`src/crcc_defs.vh`:
```
// Constants for the caller and codec channel control block
`ifndef CRCC_DEFS_VH
`define CRCC_DEFS_VH
// Clock rate in kHz
`define CRCC_CLK_KHZ 100000
// Talkback flash after remote talk, in ms
`define CRCC_FLASH_MS 3000
// Flash cycle count: flash time times clock rate, sized to the counter
`define CRCC_FLASH_CYC 29'h11E1A300
// Half period of the flashing key, in ms
`define CRCC_BLINK_MS 250
// Blink half period in cycles, sized to the counter
`define CRCC_BLINK_CYC 29'h17D7840
// Debounce settle time, in ms
`define CRCC_DEB_MS 5
// Debounce settle time in cycles, sized to the counter
`define CRCC_DEB_CYC 29'h007A120
// Counter width for the long counts
`define CRCC_CW 29
// Return feed source codes
`define CRCC_SRC_PGM1 3'h0
`define CRCC_SRC_PGM2 3'h1
`define CRCC_SRC_PGM3 3'h2
`define CRCC_SRC_PGM4 3'h3
`define CRCC_SRC_TB 3'h4
`define CRCC_SRC_OFF 3'h7
// Status display codes
`define CRCC_DISP_BLANK 3'h0
`define CRCC_DISP_PGM 3'h1
`define CRCC_DISP_TB 3'h2
`define CRCC_DISP_TALK 3'h3
`define CRCC_DISP_MUTE 3'h4
// Feed mode codes: automatic or fixed bus
`define CRCC_MODE_AUTO 3'h4
// Remote command inputs
`define CRCC_NCMD 6
`define CRCC_CMD_ON 0
`define CRCC_CMD_OFF 1
`define CRCC_CMD_PREV 2
`define CRCC_CMD_TALK 3
`define CRCC_CMD_MUTE 4
`define CRCC_CMD_SEL2 5
// Avalon register offsets, byte addresses
`define CRCC_REG_CTRL 4'h0
`define CRCC_REG_STAT 4'h4
`define CRCC_REG_IRQ 4'h8
`define CRCC_REG_MASK 4'hC
// Control fields
`define CRCC_CTL_CODEC 0
`define CRCC_CTL_MODE_LO 1
`define CRCC_CTL_MODE_HI 3
`define CRCC_CTL_LOCAL_ON 4
`define CRCC_CTL_LOCAL_OFF 5
`define CRCC_CTL_PRGM2 6
`define CRCC_CTL_PULSE_EN 7
// Interrupt event bits
`define CRCC_NIRQ 4
`define CRCC_IRQ_ON 0
`define CRCC_IRQ_OFF 1
`define CRCC_IRQ_TALK 2
`define CRCC_IRQ_MUTE 3
`endif

```
`src/crcc_sync_deb.v`:
```
// Two-flop synchroniser followed by a debouncer for one input
`timescale 1ns/1ps
`include "crcc_defs.vh"
module crcc_sync_deb #(
	parameter [`CRCC_CW-1:0] SETTLE = `CRCC_DEB_CYC
) (
	input wire clock,
	input wire srst,
	input wire pinIn,
	output reg level
);
	reg meta_q;
	reg sync_q;
	reg [`CRCC_CW-1:0] cnt_q;
	// Two flops; only sync_q is read by logic
	always @(posedge clock) begin
		if (srst) begin
			meta_q <= 1'b0;
			sync_q <= 1'b0;
		end else begin
			meta_q <= pinIn;
			sync_q <= meta_q;
		end
	end
	// Level changes only after a steady settle time
	always @(posedge clock) begin
		if (srst) begin
			cnt_q <= {`CRCC_CW{1'b0}};
			level <= 1'b0;
		end else if (sync_q == level) begin
			cnt_q <= {`CRCC_CW{1'b0}};
		end else if (cnt_q >= SETTLE - 1'b1) begin
			cnt_q <= {`CRCC_CW{1'b0}};
			level <= sync_q;
		end else begin
			cnt_q <= cnt_q + 1'b1;
		end
	end
endmodule // crcc_sync_deb

```
`src/crcc_flash.v`:
```
// Timed flasher for the talkback key after remote talk ends
`timescale 1ns/1ps
`include "crcc_defs.vh"
module crcc_flash #(
	parameter [`CRCC_CW-1:0] DUR = `CRCC_FLASH_CYC,
	parameter [`CRCC_CW-1:0] HALF = `CRCC_BLINK_CYC
) (
	input wire clock,
	input wire srst,
	input wire start,
	output reg active,
	output reg blink
);
	reg [`CRCC_CW-1:0] durCnt_q;
	reg [`CRCC_CW-1:0] halfCnt_q;
	// Restart wins over a running flash
	always @(posedge clock) begin
		if (srst) begin
			active <= 1'b0;
			blink <= 1'b0;
			durCnt_q <= {`CRCC_CW{1'b0}};
			halfCnt_q <= {`CRCC_CW{1'b0}};
		end else if (start) begin
			active <= 1'b1;
			blink <= 1'b1;
			durCnt_q <= {`CRCC_CW{1'b0}};
			halfCnt_q <= {`CRCC_CW{1'b0}};
		end else if (active) begin
			durCnt_q <= durCnt_q + 1'b1;
			if (durCnt_q >= DUR - 1'b1) begin
				// Key left dark at the end, ready for the next flash
				active <= 1'b0;
				blink <= 1'b0;
			end else if (halfCnt_q >= HALF - 1'b1) begin
				halfCnt_q <= {`CRCC_CW{1'b0}};
				blink <= ~blink;
			end else begin
				halfCnt_q <= halfCnt_q + 1'b1;
			end
		end
	end
endmodule // crcc_flash

```
`src/crcc_channel.v`:
```
// Caller or codec channel control with Avalon-MM registers
//
// Our own choices: the Avalon-MM register port and the placing of the registers.
`timescale 1ns/1ps
`include "crcc_defs.vh"
module crcc_channel #(
	parameter [`CRCC_CW-1:0] DEB_CYC = `CRCC_DEB_CYC,
	parameter [`CRCC_CW-1:0] FLASH_CYC = `CRCC_FLASH_CYC,
	parameter [`CRCC_CW-1:0] BLINK_CYC = `CRCC_BLINK_CYC
) (
	input wire clock,
	input wire srst,
	input wire [3:0] avsAddress,
	input wire avsRead,
	input wire avsWrite,
	input wire [31:0] avsWriteData,
	input wire [3:0] avsByteEnable,
	output reg [31:0] avsReadData,
	output reg avsWaitRequest,
	output reg avsResponse,
	input wire [`CRCC_NCMD-1:0] remoteCmd,
	input wire operatorTalk,
	output reg onLamp,
	output reg offLamp,
	output reg previewLamp,
	output reg onStatus,
	output reg startPulse,
	output reg stopPulse,
	output reg talkbackKey,
	output reg [2:0] statusDisplay,
	output reg [2:0] feedLeftSel,
	output reg [2:0] feedRightSel,
	output reg feedMinusSelf,
	output reg outputsMuted,
	output reg sourceToTalkback,
	output reg irq
);
	// Control fields held by software
	// Control register layout:
	// bit 0 codec channel when set, caller when clear
	// bits 3:1 feed mode: fixed bus code, or the auto code
	// bit 4 local on strobe, not applied again later
	// bit 5 local off strobe; off wins a tie with on
	// bit 6 codec feed takes program two
	// bit 7 start and stop pulses enabled
	// Status word: bit 0 on, bit 1 muted, bit 2 key,
	// bits 5:3 display code
	reg [7:0] ctrl_q;
	reg [`CRCC_NIRQ-1:0] irqStat_q;
	reg [`CRCC_NIRQ-1:0] irqMask_q;
	reg chanOn_q;
	reg talkPrev_q;
	reg mutePrev_q;
	reg onPrev_q;
	reg localOnReq;
	reg localOffReq;
	reg busy_q;
	wire [`CRCC_NCMD-1:0] cmd;
	wire flashActive;
	wire flashBlink;
	wire isCodec;
	wire [2:0] feedMode;
	wire talkAct;
	wire muteAct;
	wire talkEnd;
	wire [`CRCC_NIRQ-1:0] events;
	wire accept;
	wire wrAccept;
	wire selCtrl;
	wire selStat;
	wire selIrq;
	wire selMask;
	wire selNone;
	reg [2:0] leftSel_d;
	reg [2:0] rightSel_d;
	reg [2:0] disp_d;
	reg key_d;
	reg minus_d;
	genvar gi;

	assign isCodec = ctrl_q[`CRCC_CTL_CODEC];
	assign feedMode = ctrl_q[`CRCC_CTL_MODE_HI:`CRCC_CTL_MODE_LO];

	generate
		for (gi = 0; gi < `CRCC_NCMD; gi = gi + 1) begin : gSync
			crcc_sync_deb #(
				.SETTLE(DEB_CYC)
			) uSync (
				.clock(clock),
				.srst(srst),
				.pinIn(remoteCmd[gi]),
				.level(cmd[gi])
			);
		end
	endgenerate

	// Talk and mute only apply to codec channels
	assign talkAct = isCodec & cmd[`CRCC_CMD_TALK];
	assign muteAct = isCodec & cmd[`CRCC_CMD_MUTE];
	assign talkEnd = talkPrev_q & ~talkAct;

	crcc_flash #(
		.DUR(FLASH_CYC),
		.HALF(BLINK_CYC)
	) uFlash (
		.clock(clock),
		.srst(srst),
		.start(talkEnd),
		.active(flashActive),
		.blink(flashBlink)
	);

	// on/off from remote or software; off wins a tie
	// A held off pin therefore blocks a software turn-on
	always @(posedge clock) begin
		if (srst) begin
			chanOn_q <= 1'b0;
			talkPrev_q <= 1'b0;
			mutePrev_q <= 1'b0;
			onPrev_q <= 1'b0;
		end else begin
			if (cmd[`CRCC_CMD_OFF] | localOffReq) begin
				chanOn_q <= 1'b0;
			end else if (cmd[`CRCC_CMD_ON] | localOnReq) begin
				chanOn_q <= 1'b1;
			end
			talkPrev_q <= talkAct;
			mutePrev_q <= muteAct;
			onPrev_q <= chanOn_q;
		end
	end

	// Feed routing, display and key
	always @* begin
		leftSel_d = `CRCC_SRC_PGM1;
		rightSel_d = `CRCC_SRC_PGM1;
		disp_d = `CRCC_DISP_PGM;
		key_d = 1'b0;
		minus_d = 1'b0;
		if (isCodec) begin
			rightSel_d = ctrl_q[`CRCC_CTL_PRGM2] ? `CRCC_SRC_PGM2 : `CRCC_SRC_PGM1;
			leftSel_d = operatorTalk ? `CRCC_SRC_TB : rightSel_d;
			key_d = flashActive & flashBlink;
			if (talkAct) begin
				key_d = 1'b1;
				disp_d = `CRCC_DISP_TALK;
			end else if (muteAct) begin
				disp_d = `CRCC_DISP_MUTE;
			end
		end else if (feedMode == `CRCC_MODE_AUTO) begin
			if (chanOn_q) begin
				minus_d = 1'b1;
			end else begin
				leftSel_d = `CRCC_SRC_TB;
				rightSel_d = `CRCC_SRC_TB;
				key_d = 1'b1;
				disp_d = `CRCC_DISP_TB;
			end
		end else begin
			// fixed bus regardless of on/off
			// Codes above the auto code fold onto buses PGM2 to PGM4
			leftSel_d = {1'b0, feedMode[1:0]};
			rightSel_d = {1'b0, feedMode[1:0]};
		end
	end

	// Outputs registered; one feed per channel instance
	always @(posedge clock) begin
		if (srst) begin
			feedLeftSel <= `CRCC_SRC_OFF;
			feedRightSel <= `CRCC_SRC_OFF;
			feedMinusSelf <= 1'b0;
			statusDisplay <= `CRCC_DISP_BLANK;
			talkbackKey <= 1'b0;
			outputsMuted <= 1'b0;
			sourceToTalkback <= 1'b0;
			onLamp <= 1'b0;
			offLamp <= 1'b0;
			previewLamp <= 1'b0;
			onStatus <= 1'b0;
			startPulse <= 1'b0;
			stopPulse <= 1'b0;
		end else begin
			feedLeftSel <= leftSel_d;
			feedRightSel <= rightSel_d;
			feedMinusSelf <= minus_d;
			statusDisplay <= disp_d;
			talkbackKey <= key_d;
			outputsMuted <= talkAct | muteAct;
			sourceToTalkback <= talkAct;
			onLamp <= chanOn_q;
			offLamp <= ~chanOn_q;
			previewLamp <= ~isCodec & cmd[`CRCC_CMD_PREV];
			onStatus <= chanOn_q;
			startPulse <= ctrl_q[`CRCC_CTL_PULSE_EN] & chanOn_q & ~onPrev_q;
			stopPulse <= ctrl_q[`CRCC_CTL_PULSE_EN] & ~chanOn_q & onPrev_q;
		end
	end

	// Events for the sticky status
	// Edges come from registered state, so each fires once
	assign events[`CRCC_IRQ_ON] = chanOn_q & ~onPrev_q;
	assign events[`CRCC_IRQ_OFF] = ~chanOn_q & onPrev_q;
	assign events[`CRCC_IRQ_TALK] = talkAct & ~talkPrev_q;
	assign events[`CRCC_IRQ_MUTE] = muteAct & ~mutePrev_q;

	// Request taken when the slave is not still answering
	// the previous one; a back-to-back request still gets just one wait cycle
	assign accept = (avsRead | avsWrite) & ~busy_q;
	assign wrAccept = accept & avsWrite & avsByteEnable[0];

	// Address decode; only byte lane 0 carries register bits
	assign selCtrl = (avsAddress == `CRCC_REG_CTRL);
	assign selStat = (avsAddress == `CRCC_REG_STAT);
	assign selIrq = (avsAddress == `CRCC_REG_IRQ);
	assign selMask = (avsAddress == `CRCC_REG_MASK);
	assign selNone = ~(selCtrl | selStat | selIrq | selMask);

	// Avalon handshake: one wait cycle, answer stands one cycle
	// Waitrequest idles high, so no request finishes unseen
	always @(posedge clock) begin
		if (srst) begin
			busy_q <= 1'b0;
			avsWaitRequest <= 1'b1;
			avsResponse <= 1'b0;
		end else if (accept) begin
			busy_q <= 1'b1;
			avsWaitRequest <= 1'b0;
			// Unmapped address: slave error, write dropped
			avsResponse <= selNone;
		end else begin
			// Busy blocks a second take of a request still held
			busy_q <= 1'b0;
			avsWaitRequest <= 1'b1;
			avsResponse <= 1'b0;
		end
	end

	// Read data latched at acceptance; unmapped reads zero
	// Held between accesses; only valid while waitrequest is low
	always @(posedge clock) begin
		if (srst) begin
			avsReadData <= 32'h00000000;
		end else if (accept) begin
			case (avsAddress)
			`CRCC_REG_CTRL: begin
				avsReadData <= {24'h000000, ctrl_q};
			end
			`CRCC_REG_STAT: begin
				// Status word: on, muted, key, then display code
				avsReadData <= {24'h000000, 2'h0, statusDisplay, talkbackKey,
					outputsMuted, onStatus};
			end
			`CRCC_REG_IRQ: begin
				avsReadData <= {28'h0000000, irqStat_q};
			end
			`CRCC_REG_MASK: begin
				avsReadData <= {28'h0000000, irqMask_q};
			end
			default: begin
				avsReadData <= 32'h00000000;
			end
			endcase
		end
	end

	// Control register; local on and off bits are one-cycle strobes
	always @(posedge clock) begin
		if (srst) begin
			ctrl_q <= 8'h00;
			localOnReq <= 1'b0;
			localOffReq <= 1'b0;
		end else if (wrAccept & selCtrl) begin
			ctrl_q <= avsWriteData[7:0];
			localOnReq <= avsWriteData[`CRCC_CTL_LOCAL_ON];
			localOffReq <= avsWriteData[`CRCC_CTL_LOCAL_OFF];
		end else begin
			// A strobe clears itself, so no later write replays it
			localOnReq <= 1'b0;
			localOffReq <= 1'b0;
		end
	end

	// Sticky status; an event in the clearing cycle is kept,
	// so software never loses an edge it has not yet seen
	always @(posedge clock) begin
		if (srst) begin
			irqStat_q <= {`CRCC_NIRQ{1'b0}};
		end else if (wrAccept & selIrq) begin
			irqStat_q <= (irqStat_q & ~avsWriteData[`CRCC_NIRQ-1:0]) | events;
		end else begin
			irqStat_q <= irqStat_q | events;
		end
	end

	// Interrupt mask, same layout as the status
	// Masking hides a bit from the pin, not from the status
	always @(posedge clock) begin
		if (srst) begin
			irqMask_q <= {`CRCC_NIRQ{1'b0}};
		end else if (wrAccept & selMask) begin
			irqMask_q <= avsWriteData[`CRCC_NIRQ-1:0];
		end
	end

	// Level interrupt, one cycle behind the status
	// Registered so the pin never glitches on decode
	always @(posedge clock) begin
		if (srst) begin
			irq <= 1'b0;
		end else begin
			irq <= |(irqStat_q & irqMask_q);
		end
	end
endmodule // crcc_channel

```
`config.mk`:
```
export PLATFORM = sky130hd
export DESIGN_NAME = crcc_channel
export DESIGN_NICKNAME = d
export VERILOG_FILES = /design/src/crcc_sync_deb.v /design/src/crcc_flash.v /design/src/crcc_channel.v
export VERILOG_INCLUDE_DIRS = /design/src
export SDC_FILE = /design/constraint.sdc
export NUM_CORES = 1
export LEC_CHECK = 0
export BUFFER_PORTS_ARGS = -buffer_cell sky130_fd_sc_hd__buf_2
export CAP_MARGIN = 10
export CORE_MARGIN = 1.5
export CORE_UTILIZATION = 53
export DETAILED_ROUTE_END_ITERATION = 6
export PLACE_DENSITY_LB_ADDON = 0.1
export SLEW_MARGIN = 20
export SYNTH_ARGS = -nofsm -noshare
export SYNTH_HDL_FRONTEND = slang
export SYNTH_SLANG_ARGS = --single-unit
```
`constraint.sdc`:
```
create_clock -name clock -period 2.1 [get_ports clock]
set_input_delay 0 -clock clock [delete_from_list [all_inputs] [get_ports clock]]
set_output_delay 0 -clock clock [all_outputs]
set_load 0.1 [all_outputs]
```
### Word level (Yosys, flattened, before mapping)

Index checks and enable logic that the tools add are counted.

| storage, ports and cells | value |
|---|---|
| bits in registers | 294 |
| input bits | 51 |

| cells by class | value |
|---|---|
| add/sub/neg operators | 7 |
| order comparisons | 7 |
| equality and inequality tests | 9 |
| muxes and demuxes | 28 |
| bitwise operators | 49 |
| reductions and logical operators | 21 |

Operator list:

| kind | number |
|---|---|
| $add A29 B1 Y29 const B | 7 |
| $ge A29 B19 Y1 const B | 5 |
| $pmux W8 S4 | 1 |
| $ge A29 B25 Y1 const B | 1 |
| $ge A29 B29 Y1 const B | 1 |
| $mux W29 | 1 |
| $mux W3 | 8 |
| $and A1 B1 Y1 | 19 |
| $not A1 Y1 | 18 |
| $reduce_or A3 Y1 | 6 |
| $mux W1 | 15 |
| $reduce_and A2 Y1 | 7 |
| $and A4 B4 Y4 | 2 |
| $eq A4 B4 Y1 const B | 2 |
| $or A4 B4 Y4 | 2 |
| $reduce_or A2 Y1 | 4 |
| $or A1 B1 Y1 | 7 |
| $eq A1 B1 Y1 | 5 |
| $eq A4 B3 Y1 const B | 1 |
| $logic_not A4 Y1 | 1 |
| $mux W2 | 2 |
| $mux W4 | 1 |
| $not A4 Y4 | 1 |
| $reduce_or A4 Y1 | 1 |
| other kinds (3) | 3 |

### Longest topological paths before layout

| logic depth | value |
|---|---|
| depth in word-level cells | 7 |
| depth in mapped cells | 9 |

### Hierarchy

A second synthesis with hierarchy kept.

| second synthesis, totals | value |
|---|---|
| cell total of the unflattened synthesis | 1202 |
| area, all modules | 11218.3 um^2 |

Modules (own cells, without submodules):

| module | instances | cells an instance | area an instance (um^2) | seq. area each (um^2) |
|---|---|---|---|---|
| crcc_sync_deb (gSync[0].uSync ...) | 4 | 126 | 1239.9 | 640.6 |
| crcc_flash | 1 | 357 | 2925.3 | 1201.2 |
| crcc_channel | 1 | 221 | 2132.0 | 980.9 |
| crcc_sync_deb (gSync[4].uSync) | 1 | 120 | 1201.2 | 640.6 |

### Worst setup path before layout

No wires, ideal clock.

| timing path | value |
|---|---|
| path type | register to register |
| start point | reg, netlist name sourceToTalkback |
| end point | reg uFlash.durCnt_q[18] |
| setup time | 0.128 ns |
| arrival | 2.304 ns |
| required time | 1.972 ns |
| slack | -0.331 ns |
| stages on the path, launching flop included | 7 |
| buffers on the path | 3 |
| path through | dfxtp_1 a21boi_0 or2_2 clkbuf_1 clkbuf_1 buf_1 nor2_1 |

RTL lines:

| element | RTL line | source |
|---|---|---|
| end signal: assignment | crcc_flash.v:21 | `` durCnt_q <= {`CRCC_CW{1'b0}}; `` |
| end signal: assignment | crcc_flash.v:26 | `` durCnt_q <= {`CRCC_CW{1'b0}}; `` |
| end signal: assignment | crcc_flash.v:29 | `durCnt_q <= durCnt_q + 1'b1;` |
| end: declaration | crcc_flash.v:14 | `` reg [`CRCC_CW-1:0] durCnt_q; `` |

### Worst setup path in the final report

| timing path | value |
|---|---|
| start point | reg gSync[2].uSync.cnt_q[7] |
| end point | reg gSync[2].uSync.cnt_q[14] |

| between the ends | value |
|---|---|
| longest elaborated chain between the ends | 2 |

RTL lines:

| element | RTL line | source |
|---|---|---|
| start: declaration | crcc_sync_deb.v:14 | `` reg [`CRCC_CW-1:0] cnt_q; `` |
| start signal: assignment | crcc_sync_deb.v:28 | `` cnt_q <= {`CRCC_CW{1'b0}}; `` |
| start signal: assignment | crcc_sync_deb.v:31 | `` cnt_q <= {`CRCC_CW{1'b0}}; `` |
| start signal: assignment | crcc_sync_deb.v:33 | `` cnt_q <= {`CRCC_CW{1'b0}}; `` |
| $ge A29 B19 Y1 | crcc_sync_deb.v:32 | `end else if (cnt_q >= SETTLE - 1'b1) begin` |
| $reduce_or A3 Y1 (no line) | -- |  |

Parallel ways exist; a longest one is shown, timed or not.
A chain may end at the register's enable or synchronous reset.

==> qor.yml <==
floorplan:
  ios: 105
  rows: 51
  start_util_pct: 54.5
  die-area_um2: 21000
  die_height_um: 145
  die_x_um: 145
  coreArea_um2: 19600
setup_path:
  cp.arrival_ns: 2.53
  cp.buffers_inverters: 1
  crit_family: "simple AND/OR/NAND/NOR gates"
  worst-setup-path-type: "reg2reg"
  rrSetupSlack_ns: 0.03
  cpPeakStageDelay_ns: 0.42
  path_cells: "or3_1 -> a211o_1 -> a211oi_2 -> o311ai_2 -> or3_4 -> clkbuf_16 -> nor2_4"
  cp_slowest_cell: "or3_4"
  r2r_start: "gSync[2].uSync.cnt_q[7]"
  reg2regPathDepth: 7
  end_kind: "register"
  crit_fanout: 5
  worst_r2r_endpoint: "gSync[2].uSync.cnt_q[14]"
  cp.depth: 7
  cp.required_ns: 2.56
  startpoint_type: "register"
cts:
  cts_buffers: 27
  clockRootBuffer: "clkbuf_16"
  clock_latency_ns: 0.52
  clock_path_buffers: 3
  cts.sinks: 269
  clkSlewWorstSetupHoldPaths_ns: 0.06
  cts_tree: "done"
  cts_max_level: 1
final_layout:
  register_area_um2: 5400
  multi_input_area_um2: 5400
  nNetsFinal: 1403
  area_growth_pct: 25.7
  final_cells: 1629
  antenna_cells: 0
  fill_cells: 1574
  drive_above_1_share_pct: 20.6
sta:
  grt_setup_unrepaired: "yes"
  fin_skew_ns: 0.00817
  finalSetupViolCount: 0
  drv_slew: 0
  finalWorstSetupSlack_ns: 0.0281
  fin_crit_sh_pct: 98.7
  clock.fmax_mhz: 483
  post-route-min-period_ns: 2.07
  hold_viol: 0
  worstMarginPinSlew_ns: 0.596
  slew_headroom_pct: 60.3
  holdWs_ns: 0.0149
global_routing:
  grt_pass1_vias: 7601
  track_usage_pct: 20.3
  antenna_found_initial: 0
  grt_max_degree: 41
  grt_pass1_wl_mm: 35.1
  gr-total-overflow: 0
synth:
  ys_warn_count: 0
  syn_inst: 1136
  async_reset_ff_share_pct: 0
  synth-main-ff-cell: "dfxtp_1"
  synth_edf_count: 0
  synth.distinct_cells: 59
  avgSynthCellArea_um2: 9.39
  synth.cell_area_um2: 10700
  synth-seq-area-share_pct: 50.5
  synth.ff_latch_count: 269
routing:
  drc: 0
  num_vias: 8364
  top_layer: "met4"
  drt_wl_total_mm: 21.7
  wl_met2_mm: 10.3
  met1_length_mm: 10.4
  drt-initial-drc-count: 389
  antenna_left: 0
  firstDrtPassIters: 5
  wl_met3_um: 722
  wl_per_cell_um: 13.3
  vias_per_cell: 5.13
power:
  vdd_drop_max_mv: 0.606
  p_leak_nw: 4.98
  p_per_area_nw_per_um2: 765
min_path:
  hold_start: "avsWrite"
  hold_depth: 6
  whs_endpoint: "avsReadData[4]"
  holdCritPathClass: "in2reg"
placed_design:
  place_congestion: 0.827
  place_ws_ns: -0.124
  port_buffers: 52
  dpl.hpwl_mm: 14.5
  dp_cells: 1545
status:
  status: "finished, final reports clean"
job:
  maxCapViolCount: 0
through the flow:
step	area (um^2)	utilization, %	power [mW]	TNS (ns)
CTS	12900	66.1	10.4	-0.0153
global route	13400	68.5	10.6	-0.573
floorplan	11000	-	5.75	0
global placement	11800	60.5	5.81	-0.132
finish	13400	68.5	10.3	0
detailed placement	11800	60.5	5.81	-1.31
Yosys cell counts (10+ instances only):
| cell | count | share of area (%) |
|---|---|---|
| a21oi_1 | 28 | 1.3 |
| a32o_1 | 18 | 1.7 |
| and3_1 | 17 | 1.0 |
| and4_1 | 19 | 1.6 |
| buf_4 | 26 | 1.8 |
| clkbuf_1 | 23 | 0.81 |
| dfxtp_1 | 269 | 50 |
| inv_1 | 20 | 0.70 |
| mux2i_1 | 17 | 1.6 |
| nand2_1 | 72 | 2.5 |
| nand3_1 | 56 | 2.6 |
| nand4_1 | 38 | 2.2 |
| nor2_1 | 186 | 6.5 |
| nor2b_1 | 15 | 0.88 |
| nor3_1 | 29 | 1.4 |
| nor4_1 | 21 | 1.2 |
| o21ai_0 | 25 | 1.2 |
| or3_1 | 10 | 0.59 |
| or4_1 | 11 | 0.77 |
| xnor2_1 | 48 | 3.9 |
| xor2_1 | 67 | 5.5 |
layout by cell type, fill, tap and decap left out, types with 17 or more instances in the layout:
cell / netlist / final
a21oi_1: 28 / 25
nor2_1: 186 / 164
o21ai_0: 25 / 24
clkbuf_16: 0 / 31
buf_4: 26 / 79
nand4_1: 38 / 38
mux2i_1: 17 / 17
nand2_1: 72 / 70
xor2_1: 67 / 67
xnor2_1: 48 / 48
a32o_1: 18 / 18
and3_1: 17 / 17
nor2_2: 2 / 19
nor3_1: 29 / 27
dlygate4sd3_1: 0 / 22
and4_1: 19 / 18
nand3_1: 56 / 55
buf_2: 8 / 52
inv_1: 20 / 20
nor4_1: 21 / 17
conb_1: 1 / 74
dfxtp_1: 269 / 258
worst max-delay path by stage:
stage                             from                  endpoint
3_3_place_gp      uFlash.halfCnt_q[25]       uFlash.halfCnt_q[0]
5_1_grt        gSync[2].uSync.cnt_q[7]  gSync[2].uSync.cnt_q[10]
3_5_place_dp        uFlash.durCnt_q[0]      uFlash.halfCnt_q[10]
2_1_floorplan  gSync[3].uSync.cnt_q[0]  gSync[3].uSync.cnt_q[11]
4_1_cts        gSync[2].uSync.cnt_q[1]   gSync[2].uSync.cnt_q[2]
6_report       gSync[2].uSync.cnt_q[7]  gSync[2].uSync.cnt_q[14]
registers in the layout (all words and copies together) (netlist names), 2 cells and up:
| signal | flops |
|---|---|
| avsReadData | 8 |
| ctrl_q | 8 |
| feedLeftSel | 3 |
| feedRightSel | 2 |
| gSync.uSync.cnt_q | 145 |
| gSync.uSync.level | 5 |
| gSync.uSync.meta_q | 5 |
| gSync.uSync.sync_q | 5 |
| irqMask_q | 4 |
| irqStat_q | 4 |
| statusDisplay | 3 |
| uFlash.durCnt_q | 29 |
| uFlash.halfCnt_q | 29 |
worst min-delay path, stage by stage:
cell     delay (ns)
buf_2          0.09
nor2_1         0.05
nor2_1         0.08
nor2_1         0.13
nand2_1        0.10
o31ai_1        0.05
power breakdown:
part | internal (mW) | leakage, nW | switching (mW) | total (mW)
clock | 2.59 | 0.409 | 1.94 | 4.53
sequential | 5.19 | 2.20 | 0.0392 | 5.22
combinational | 0.106 | 2.38 | 0.403 | 0.509
area by class of cell:
class / instances / share of cell area (%)
multi-input cells: 858 / 40.3
inverters: 20 / 0.560
repair buffers: 169 / 10.1
well taps: 265 / 2.47
clock buffers: 33 / 5.43
flip-flops and latches: 269 / 40.3
clock inverters: 15 / 0.896
per-layer routing:
metal,vias to the layer above,global-route usage (%)
met5,-,0
met2,127,34.6
met3,22,3.03
met1,3915,27.2
met4,0,4.15
li1,4300,-
cell families after synthesis:
group / Yosys count / share of synthesized area [%]
compound gates: 123 / 8.17
xor+xnor: 115 / 9.44
fa+ha+maj: 7 / 0.821
buf+inv: 83 / 4.15
flops: 269 / 50.5
mux: 21 / 2.44
other cells: 1 / 0.0351
simple gates: 517 / 24.5
repair_timing:
item                       in CTS  in global routing
pin swaps                       2                 24
gates cloned                    0                  7
resized for setup               8                 78
hold endpoints to repair       39                  0
hold buffers                   22                  0
setup endpoints to repair      47                 88
setup buffers                   0                  7
Note: power is estimated with default switching activity, not from simulation.
